[src/rtl/oneshot_event_timer_pkg.sv]
package oneshot_event_timer_pkg;

   // Counter width
   localparam int CNT_W = 16;
   // Wrap values
   localparam logic [15:0] CNT_MAX = 16'hFFFF;
   localparam logic [15:0] CNT_ZERO = 16'h0000;

   // Operating modes
   typedef enum logic [1:0]
   {
      MODE_TIMER = 2'h0,
      MODE_EVENT = 2'h1,
      MODE_ONESHOT = 2'h2,
      MODE_RSVD = 2'h3
   } mode_t;

   // Edge selection codes
   localparam logic [1:0] EDGE_RISE = 2'h0;
   localparam logic [1:0] EDGE_FALL = 2'h1;
   localparam logic [1:0] EDGE_BOTH = 2'h2;

   // Event source codes
   localparam logic EVT_SRC_PIN = 1'h0;
   localparam logic EVT_SRC_PREV = 1'h1;

   // One-shot start source codes
   localparam logic START_ON_ENABLE = 1'h0;
   localparam logic START_ON_PREV = 1'h1;

   // One-shot sequence states; each step flips one bit except RUN back to IDLE
   typedef enum logic [1:0]
   {
      OS_IDLE = 2'b00,
      OS_ARMED = 2'b01,
      OS_RUN = 2'b11
   } os_state_t;

   // Control settings from firmware
   typedef struct packed
   {
      logic enable_set;
      logic enable_clr;
      logic timer_reset;
      mode_t mode;
      logic count_direction_bit;
      logic auto_reload_bit;
      logic event_src;
      logic [1:0] edge_sel;
      logic start_src;
      logic pulse_en;
   } ctrl_t;

   // Full block state
   typedef struct packed
   {
      logic enable;
      logic [15:0] count;
      logic [15:0] reload;
      logic pin_q;
      logic prev_q;
      logic out_pin;
      logic irq;
      logic os_clear_pend;
      os_state_t os_state;
   } state_t;

endpackage : oneshot_event_timer_pkg

[src/rtl/event_oneshot_counter_timer.sv]
// Contract
// - Timer mode: underflow toggles output pin
// - Enable cleared forces output pin low, except a running one-shot
// - Event mode counts pin edge or overflow
// - Event mode direction follows direction bit
// - Six triggers: pin or overflow edges
// - Underflow: reload if auto, else FFFFh; timer mode always reloads
// - Overflow: reload if auto, else 0000h
// - Event counting only while enabled
// - Event mode interrupts on over/underflow
// - Event pulse output toggles on wrap
// - Count readback is the live counter
// - Reset loads reload when counting down; else 0000h
// - Re-enable resumes held value unless reset
// - After reset: reload down, zero up
// - One-shot starts at reload, counts down
// - One-shot needs enable; enable or overflow
// - One-shot clears enable one tick later
// - One-shot halts at underflow, ignores auto
// - One-shot in event mode: overflow ticks
// - One-shot interrupts on underflow
// - One-shot pulse: high start, low stop
`timescale 1ns/1ps
module event_oneshot_counter_timer
   import oneshot_event_timer_pkg::*;
(
   input wire logic CLK, // System clock, 125 MHz
   input wire logic RESETN, // Asynchronous reset, active low
   input wire logic TIMER_TICK, // Timer clock tick, one cycle
   input wire logic TIMER_INPUT_PIN, // External event input
   input wire logic PREV_OVERFLOW, // Preceding timer overflow
   input wire ctrl_t CTRL, // Firmware control settings
   input wire logic ONESHOT_EVENT, // One-shot combined with event
   input wire logic RELOAD_WE, // Reload write strobe
   input wire logic [15:0] RELOAD_WDATA, // Reload write data
   output logic TIMER_OUTPUT_PIN, // Timer output pin
   output logic TIMER_IRQ, // Interrupt pulse to controller
   output logic ENABLE_STATUS, // Current enable control
   output logic [15:0] COUNT_VALUE, // Live counter value
   output logic [15:0] RELOAD_VALUE, // Reload register readback
   output logic OVERFLOW_OUT // Overflow to next timer
);

   state_t r; // Registered state
   state_t next_r; // Next state
   logic ovf_q; // Registered overflow for next timer

   // Edge match for selected event source
   function automatic logic edge_hit(input logic now, input logic was, input logic [1:0] sel);
      logic rise;
      logic fall;
      rise = now & ~was;
      fall = ~now & was;
      unique case (sel)
         EDGE_RISE: edge_hit = rise;
         EDGE_FALL: edge_hit = fall;
         EDGE_BOTH: edge_hit = rise | fall;
         default: edge_hit = 1'b0; // Illegal code ignored
      endcase
   endfunction : edge_hit

   logic pin_evt; // Input pin edge seen
   logic prev_evt; // Overflow input edge seen
   logic prev_rise; // Overflow input rising edge
   logic evt_tick; // Selected event
   logic step; // Counter advances this cycle
   logic up; // Counting direction
   logic wrap_lo; // Underflow about to occur
   logic wrap_hi; // Overflow about to occur
   logic is_event; // Event mode flag
   logic is_oneshot; // One-shot mode flag

   // Event decode and direction
   always_comb
   begin
      pin_evt = edge_hit(TIMER_INPUT_PIN, r.pin_q, CTRL.edge_sel);
      prev_evt = edge_hit(PREV_OVERFLOW, r.prev_q, CTRL.edge_sel);
      prev_rise = PREV_OVERFLOW & ~r.prev_q;
      evt_tick = (CTRL.event_src == EVT_SRC_PREV) ? prev_evt : pin_evt;
      is_event = (CTRL.mode == MODE_EVENT);
      is_oneshot = (CTRL.mode == MODE_ONESHOT);
      up = is_event & CTRL.count_direction_bit;
      if (is_event)
      begin
         step = r.enable & evt_tick;
      end
      else if (is_oneshot)
      begin
         step = (r.os_state == OS_RUN) & (ONESHOT_EVENT ? prev_rise : TIMER_TICK);
      end
      else
      begin
         step = r.enable & TIMER_TICK;
      end
      wrap_lo = step & ~up & (r.count == CNT_ZERO);
      wrap_hi = step & up & (r.count == CNT_MAX);
   end

   // Next state
   always_comb
   begin
      next_r = r;
      next_r.pin_q = TIMER_INPUT_PIN;
      next_r.prev_q = PREV_OVERFLOW;
      next_r.irq = 1'b0;
      // Firmware reload write
      if (RELOAD_WE)
      begin
         next_r.reload = RELOAD_WDATA;
      end
      // Firmware enable control; hardware auto-clear below wins
      if (CTRL.enable_set)
      begin
         next_r.enable = 1'b1;
      end
      else if (CTRL.enable_clr)
      begin
         next_r.enable = 1'b0;
      end
      if (CTRL.timer_reset)
      begin
         // Reset event: restart point depends on direction
         next_r.count = up ? CNT_ZERO : r.reload;
         next_r.os_state = OS_IDLE;
         next_r.os_clear_pend = 1'b0;
         next_r.out_pin = 1'b0;
      end
      else if (is_oneshot)
      begin
         unique case (r.os_state)
            OS_IDLE:
            begin
               if (r.enable)
               begin
                  next_r.os_state = OS_ARMED;
               end
            end
            OS_ARMED:
            begin
               // Start on enable or on overflow from previous timer
               if (!r.enable)
               begin
                  next_r.os_state = OS_IDLE;
               end
               else if (CTRL.start_src == START_ON_ENABLE || prev_rise)
               begin
                  next_r.count = r.reload;
                  next_r.os_state = OS_RUN;
                  next_r.os_clear_pend = 1'b1;
                  next_r.out_pin = CTRL.pulse_en;
               end
            end
            OS_RUN:
            begin
               // Clear enable one tick after start
               if (r.os_clear_pend && TIMER_TICK)
               begin
                  next_r.enable = 1'b0;
                  next_r.os_clear_pend = 1'b0;
               end
               if (wrap_lo)
               begin
                  // Halt, auto-reload ignored
                  next_r.os_state = OS_IDLE;
                  next_r.irq = 1'b1;
                  next_r.out_pin = 1'b0;
                  next_r.enable = 1'b0;
                  next_r.os_clear_pend = 1'b0;
               end
               else if (step)
               begin
                  next_r.count = r.count - 16'h0001;
               end
            end
            default:
            begin
               next_r.os_state = OS_IDLE; // Unused code recovers
            end
         endcase
      end
      else if (step)
      begin
         // Timer and event mode counting; held value resumes when re-enabled
         if (wrap_lo)
         begin
            next_r.count = (CTRL.auto_reload_bit || !is_event) ? r.reload : CNT_MAX;
            next_r.irq = is_event;
            next_r.out_pin = is_event ? (r.out_pin ^ CTRL.pulse_en) : ~r.out_pin;
         end
         else if (wrap_hi)
         begin
            next_r.count = CTRL.auto_reload_bit ? r.reload : CNT_ZERO;
            next_r.irq = 1'b1;
            next_r.out_pin = r.out_pin ^ CTRL.pulse_en;
         end
         else
         begin
            next_r.count = up ? r.count + 16'h0001 : r.count - 16'h0001;
         end
      end
      // Output forced low while disabled, except a running one-shot
      if (!next_r.enable && !(is_oneshot && next_r.os_state == OS_RUN))
      begin
         next_r.out_pin = 1'b0;
      end
   end

   // State register
   always_ff @(posedge CLK or negedge RESETN)
   begin
      if (!RESETN)
      begin
         r <= '0;
         r.reload <= CNT_MAX;
         r.count <= CNT_MAX;
         ovf_q <= 1'b0;
      end
      else
      begin
         r <= next_r;
         ovf_q <= wrap_lo | wrap_hi;
      end
   end

   // Registered outputs
   always_comb
   begin
      TIMER_OUTPUT_PIN = r.out_pin;
      TIMER_IRQ = r.irq;
      ENABLE_STATUS = r.enable;
      COUNT_VALUE = r.count;
      RELOAD_VALUE = r.reload;
      OVERFLOW_OUT = ovf_q;
   end

endmodule : event_oneshot_counter_timer

[config.mk]
export PLATFORM = sky130hd
export DESIGN_NAME = event_oneshot_counter_timer
export DESIGN_NICKNAME = d
export VERILOG_FILES = /design/src/rtl/oneshot_event_timer_pkg.sv /design/src/rtl/event_oneshot_counter_timer.sv
export SDC_FILE = /design/constraint.sdc
export NUM_CORES = 1
export LEC_CHECK = 0
export ABC_CLOCK_PERIOD_IN_PS = 6500
export BUFFER_PORTS_ARGS = -buffer_cell sky130_fd_sc_hd__buf_4
export CORE_ASPECT_RATIO = 1.4
export CORE_MARGIN = 3
export CORE_UTILIZATION = 25
export DETAILED_ROUTE_END_ITERATION = 10
export SLEW_MARGIN = 0
export SYNTH_ARGS = -nofsm -noshare
export SYNTH_HDL_FRONTEND = slang
export SYNTH_SLANG_ARGS = --single-unit
export TNS_END_PERCENT = 10
[constraint.sdc]
create_clock -name CLK -period 6.5 [get_ports CLK]
set_input_delay 0.65 -clock CLK [delete_from_list [all_inputs] [get_ports CLK]]
set_output_delay 0.65 -clock CLK [all_outputs]
set_load 0.01 [all_outputs]
* Yosys cells after proc, flatten, opt, wreduce, memory -nomap -nowiden *
Cells that the tools add are included.

operators by class
  add/subtract/negate cells = 2
  equal/unequal tests = 20
  multiplexer cells = 49
  bitwise operators = 23
  reductions and logical operators = 19

operator list
  operator               number
  $mux 16                13
  $pmux 16 s2            1
  $mux 1                 20
  $add 16x1->16 const B  1
  $eq 16x16->1 const B   1
  $logic_not 16->1       1
  $ne 4x4->1 const B     4
  $sub 16x1->16 const B  1
  $and 1x1->1            12
  $mux 2                 6
  $reduce_and 6->1       2
  $ne 5x5->1 const B     2
  $mux 3                 3
  $eq 2x2->1 const B     4
  $not 1->1              7
  $eq 2x1->1 const B     3
  $ne 3x3->1 const B     2
  $pmux 1 s3             2
  $pmux 2 s3             1
  $reduce_bool 3->1      2
  $mux 5                 1
  $ne 5x2->1 const B     1
  $ne 5x4->1 const B     1
  $reduce_and 5->1       1
  12 further kinds       21

storage, ports and cells
  flip-flop bits (word level) = 41
  input port bits = 35
  output and inout port bits = 36
  word-level logic and storage cells = 123

* Depth between registers and ports, before layout *
  depth in word-level cells = 19
  gate-level depth with buffers = 11

* Worst setup path before layout *
Ideal clock, no wire load.

  kind = input to register
  start = input PREV_OVERFLOW
  end = register r, in the netlist COUNT_VALUE[10]
  setup time = 0.079 ns
  data arrival time = 2.564 ns
  required time = 6.421 ns
  setup slack = 3.857 ns
  cell stages on the path = 10
  buffers on the path = 2
  cell sequence = inv_1 -> ha_1 -> mux2_1 -> o22ai_1 -> o22ai_1 -> buf_2 -> a2bb2oi_2 -> clkbuf_1 -> o21ai_0 -> a22o_1

on the way
  longest elaborated chain between the ends = 14

RTL lines
  what                       RTL line                            source
  from (decl)                event_oneshot_counter_timer.sv:31   input wire logic PREV_OVERFLOW,
  $not 1->1                  event_oneshot_counter_timer.sv:53   fall = ~now & was;
  $and 1x1->1                event_oneshot_counter_timer.sv:53
  $or 1x1->1                 event_oneshot_counter_timer.sv:57   EDGE_BOTH: edge_hit = rise | fall;
  $pmux 1 s3                 event_oneshot_counter_timer.sv:54   unique case (sel)
  $mux 1                     event_oneshot_counter_timer.sv:79   evt_tick = (CTRL.event_src == EVT_SRC_PREV) ? prev_evt : pin_evt;
  $and 1x1->1                event_oneshot_counter_timer.sv:85   step = r.enable & evt_tick;
  $mux 1                     event_oneshot_counter_timer.sv:83   if (is_event)
  $and 1x1->1 (2 in series)  event_oneshot_counter_timer.sv:96   wrap_hi = step & up & (r.count == CNT_MAX);
  $mux 16                    event_oneshot_counter_timer.sv:190  else if (wrap_hi)
  $mux 16                    event_oneshot_counter_timer.sv:184  if (wrap_lo)
  $mux 16                    event_oneshot_counter_timer.sv:181  else if (step)
  $mux 16                    event_oneshot_counter_timer.sv:128  else if (is_oneshot)
  $mux 16                    event_oneshot_counter_timer.sv:120  if (CTRL.timer_reset)
  to (signal assigned)       event_oneshot_counter_timer.sv:220  r <= next_r;
  to (decl)                  event_oneshot_counter_timer.sv:44   state_t r;

Parallel ways exist; a longest one is shown, timed or not. The select of a mux whose other input is x is not followed.
A chain may end at the register's enable or synchronous reset.

* Final worst setup path *
  start = register r, in the netlist COUNT_VALUE[0]
  end = register r, in the netlist COUNT_VALUE[10]

on the way
  longest elaborated chain between the ends = 7

RTL lines
  what                                         RTL line
  $sub 16x1->16, or another cell as far along  event_oneshot_counter_timer.sv:172, event_oneshot_counter_timer.sv:198
  $mux 16 or $and 1x1->1 (tied branches)       event_oneshot_counter_timer.sv:198, event_oneshot_counter_timer.sv:96
  $mux 16                                      event_oneshot_counter_timer.sv:190
  $mux 16                                      event_oneshot_counter_timer.sv:184
  $mux 16                                      event_oneshot_counter_timer.sv:181
  $mux 16                                      event_oneshot_counter_timer.sv:128
  $mux 16                                      event_oneshot_counter_timer.sv:120

Parallel ways exist; a longest one is shown, timed or not. The select of a mux whose other input is x is not followed.

==> results.cfg <==
[drt]
viasPerCell = 5.30
finalWirelength_um = 10400
wl_per_cell_um = 17.2
vias = 3206
final_antenna_net_count = 0
initialDrtViolationCount = 274
first_pass_iters = 6
route.detailed.drc = 0

[cells_and_area]
layout_common_cells = 73 x buf_4, 41 x nand2_1, 32 x dfstp_2
layout.cells.most_common = buf_4
areaGrowthSynthToFinish_pct = 17.0
antenna_cells = 0
drive_above_1_share_pct = 33.3
fin_nets = 467

[synth]
ys_async_sr_fraction_pct = 100
synth.distinct_cells = 76
synth-seq-cells = 41
syn_inst = 402
synth_edf_count = 0
ys.flop_type = dfstp_2
ys_seq_area_share_pct = 31.2
syn_area_um2 = 3420
yosysWarningCount = 0
syn_area_per_cell_um2 = 8.50
syn-num-nets = 443

[placed_design]
place_hpwl_um = 7650
post-place-ws_ns = 3.52
io_buffers = 70
place_congestion = 0.950

[clock_network]
clockBufferDepth = 2
clk_pin_slew_ns = 0.06
ctsHoldBuffers = 0
cts.sinks = 41
h-tree-depth = 2
cts_tree = done
cts-root-buf = clkbuf_16
cts_buffers = 5
post_cts_buffers = 0
ctsResizeCount = 0
clk_latency_ns = 0.29

[sta]
final-hold-violation-count = 0
min_period_ns = 2.98
maxSlewViolCount = 0
fin_crit_sh_pct = 45.8
timing.setup.tns_ns = 0
setup-violations-final = 0
finClkSkew_ns = 0.00448
max-slew-margin-rel_pct = 39.7
max_freq_ghz = 0.336
fin_ws_ns = 3.52
worst-slew-pin-transition_ns = 0.899
rsz0062_at_grt = no

[global_route]
grt.total_usage_pct = 13.5
grt_pass1_vias = 3220
use_met3_pct = 2.46
antenna_found_initial = 0
busiest_layer = met2
grt_pass1_wl_um = 16400
overflow = 0
grt_max_degree = 42
gr-usage-met1_pct = 15.2
grt_use_met2_pct = 24.6

[floorplanning]
io-pin-count = 71
die_h_um = 144
die_w_um = 105
core_area_um2 = 13100
initial_utilization_pct = 26.1
die_area_um2 = 15100
rows = 49

[critical_path]
critPathRequiredTime_ns = 6.73
worstSetupEndpointType = flop
crit_fanout = 14
worstSetupPathType = reg2reg
crit_path_start_kind = flop
cp.arrival_ns = 3.20

[power]
leakage_nw = 1.59
seqPwrFrac_pct = 40.5
ir_worst_vdd_mv = 0.101
switchingPower_uw = 350
p_comb_share_pct = 29.9
swShare_pct = 35.3
p_int_uw = 642
power_density_nw_per_um2 = 248
p_clk_share_pct = 29.6

[run]
max-cap-violations = 0

[worst_hold_path]
hold_class = in2async

[status]
status = completed
-- through the flow --
| stage | utilization, % | hold WS [ns] | power [mW] | cells | cell area (um^2) |
|---|---|---|---|---|---|
| final | 30.5 | 0.353 | 0.992 | 605 | 4000 |
| after global routing | 30.5 | 0.399 | 1.05 | 605 | 4000 |
| after CTS | 30.5 | 0.373 | 1.01 | 605 | 4000 |
| after detailed placement | 29.2 | 0.509 | 0.702 | 597 | 3840 |
| after global placement | 29.2 | 0.494 | 0.698 | 597 | 3840 |
| after floorplan | - | 0.354 | 0.618 | 402 | 3420 |
-- critical path, cell delays in order, from the launching register on --
cell and delay (ns):
dfstp_2 0.41, inv_1 0.10, ha_1 0.25, or3b_1 0.53, nor3_2 0.35, a32oi_1 0.16
o21ai_2 0.47, nor3b_1 0.10, a2111o_1 0.36, a22o_1 0.18
-- cell type report --
cell class | instances | area [um^2]
fill | 1427 | 9120
multi-input combinational | 290 | 1940
sequential | 41 | 1070
timing repair buffer | 73 | 548
tap | 178 | 223
clock buffer | 6 | 129
inverter | 15 | 56.3
clock inverter | 2 | 35.0
-- cell families after synthesis --
kind of cell	Yosys count	share of synthesized area [%]
flops	41	31.2
compound gates	111	22.8
buf+inv	71	12.0
simple gates	141	22.3
xor+xnor	13	3.33
mux	19	6.15
fa+ha+maj	6	2.20
-- worst paths after layout --
path                                       startpoint                           to  slack, ns  cells past startpoint
min in group CLK                      TIMER_INPUT_PIN               r[6]$_DFF_PN0_       0.48                      1
hold / removal                                 RESETN               r[5]$_DFF_PN0_       0.35                      1
max in group asynchronous                      RESETN  RELOAD_VALUE[2]$_DFFE_PN1P_       5.76                      1
setup reg to reg           COUNT_VALUE[0]$_DFFE_PN1P_  COUNT_VALUE[10]$_DFFE_PN1P_       3.52                      9
setup / recovery           COUNT_VALUE[0]$_DFFE_PN1P_  COUNT_VALUE[10]$_DFFE_PN1P_       3.52                      9
hold reg to reg                      r[2]$_DFFE_PN0P_             r[2]$_DFFE_PN0P_       0.52                      1
-- metal layers --
metal  vias up  routed length, um
met3        34                590
met4         0                342
met5         -                  0
met2       146               5190
li1       1495                  -
met1      1531               4280
-- Yosys cell counts (6+ instances only) --
library cell,n,area (um^2)
nand2b_1,9,56.3
dfstp_2,32,841
nor3_1,11,55.1
o21ai_1,19,95.1
buf_4,32,240
o21ai_0,13,65.1
inv_1,15,56.3
buf_2,6,30.0
clkbuf_1,15,56.3
nor4_1,6,37.5
a21oi_1,14,70.1
a22oi_1,6,45.0
nand3_1,10,50.1
xor2_1,9,78.8
nor2_1,28,105
ha_1,6,75.1
a22o_1,7,61.3
nand2_1,41,154
mux2_2,15,169
dfrtp_1,9,225
-- state kept, by name, indices dropped and copies added, names as in the netlist --
register	flops
RELOAD_VALUE	16
ENABLE_STATUS	1
OVERFLOW_OUT	1
TIMER_IRQ	1
r	5
COUNT_VALUE	16
TIMER_OUTPUT_PIN	1
-- power groups by stage --
stage / logic (mW) / registers (mW) / clock network, mW
3_5_place_dp: 0.298 / 0.404 / 0
5_1_grt: 0.325 / 0.413 / 0.315
3_3_place_gp: 0.295 / 0.403 / 0
4_1_cts: 0.299 / 0.401 / 0.308
2_1_floorplan: 0.267 / 0.351 / 0
6_report: 0.297 / 0.401 / 0.294
No activity file was read; power rests on OpenSTA's default activity.
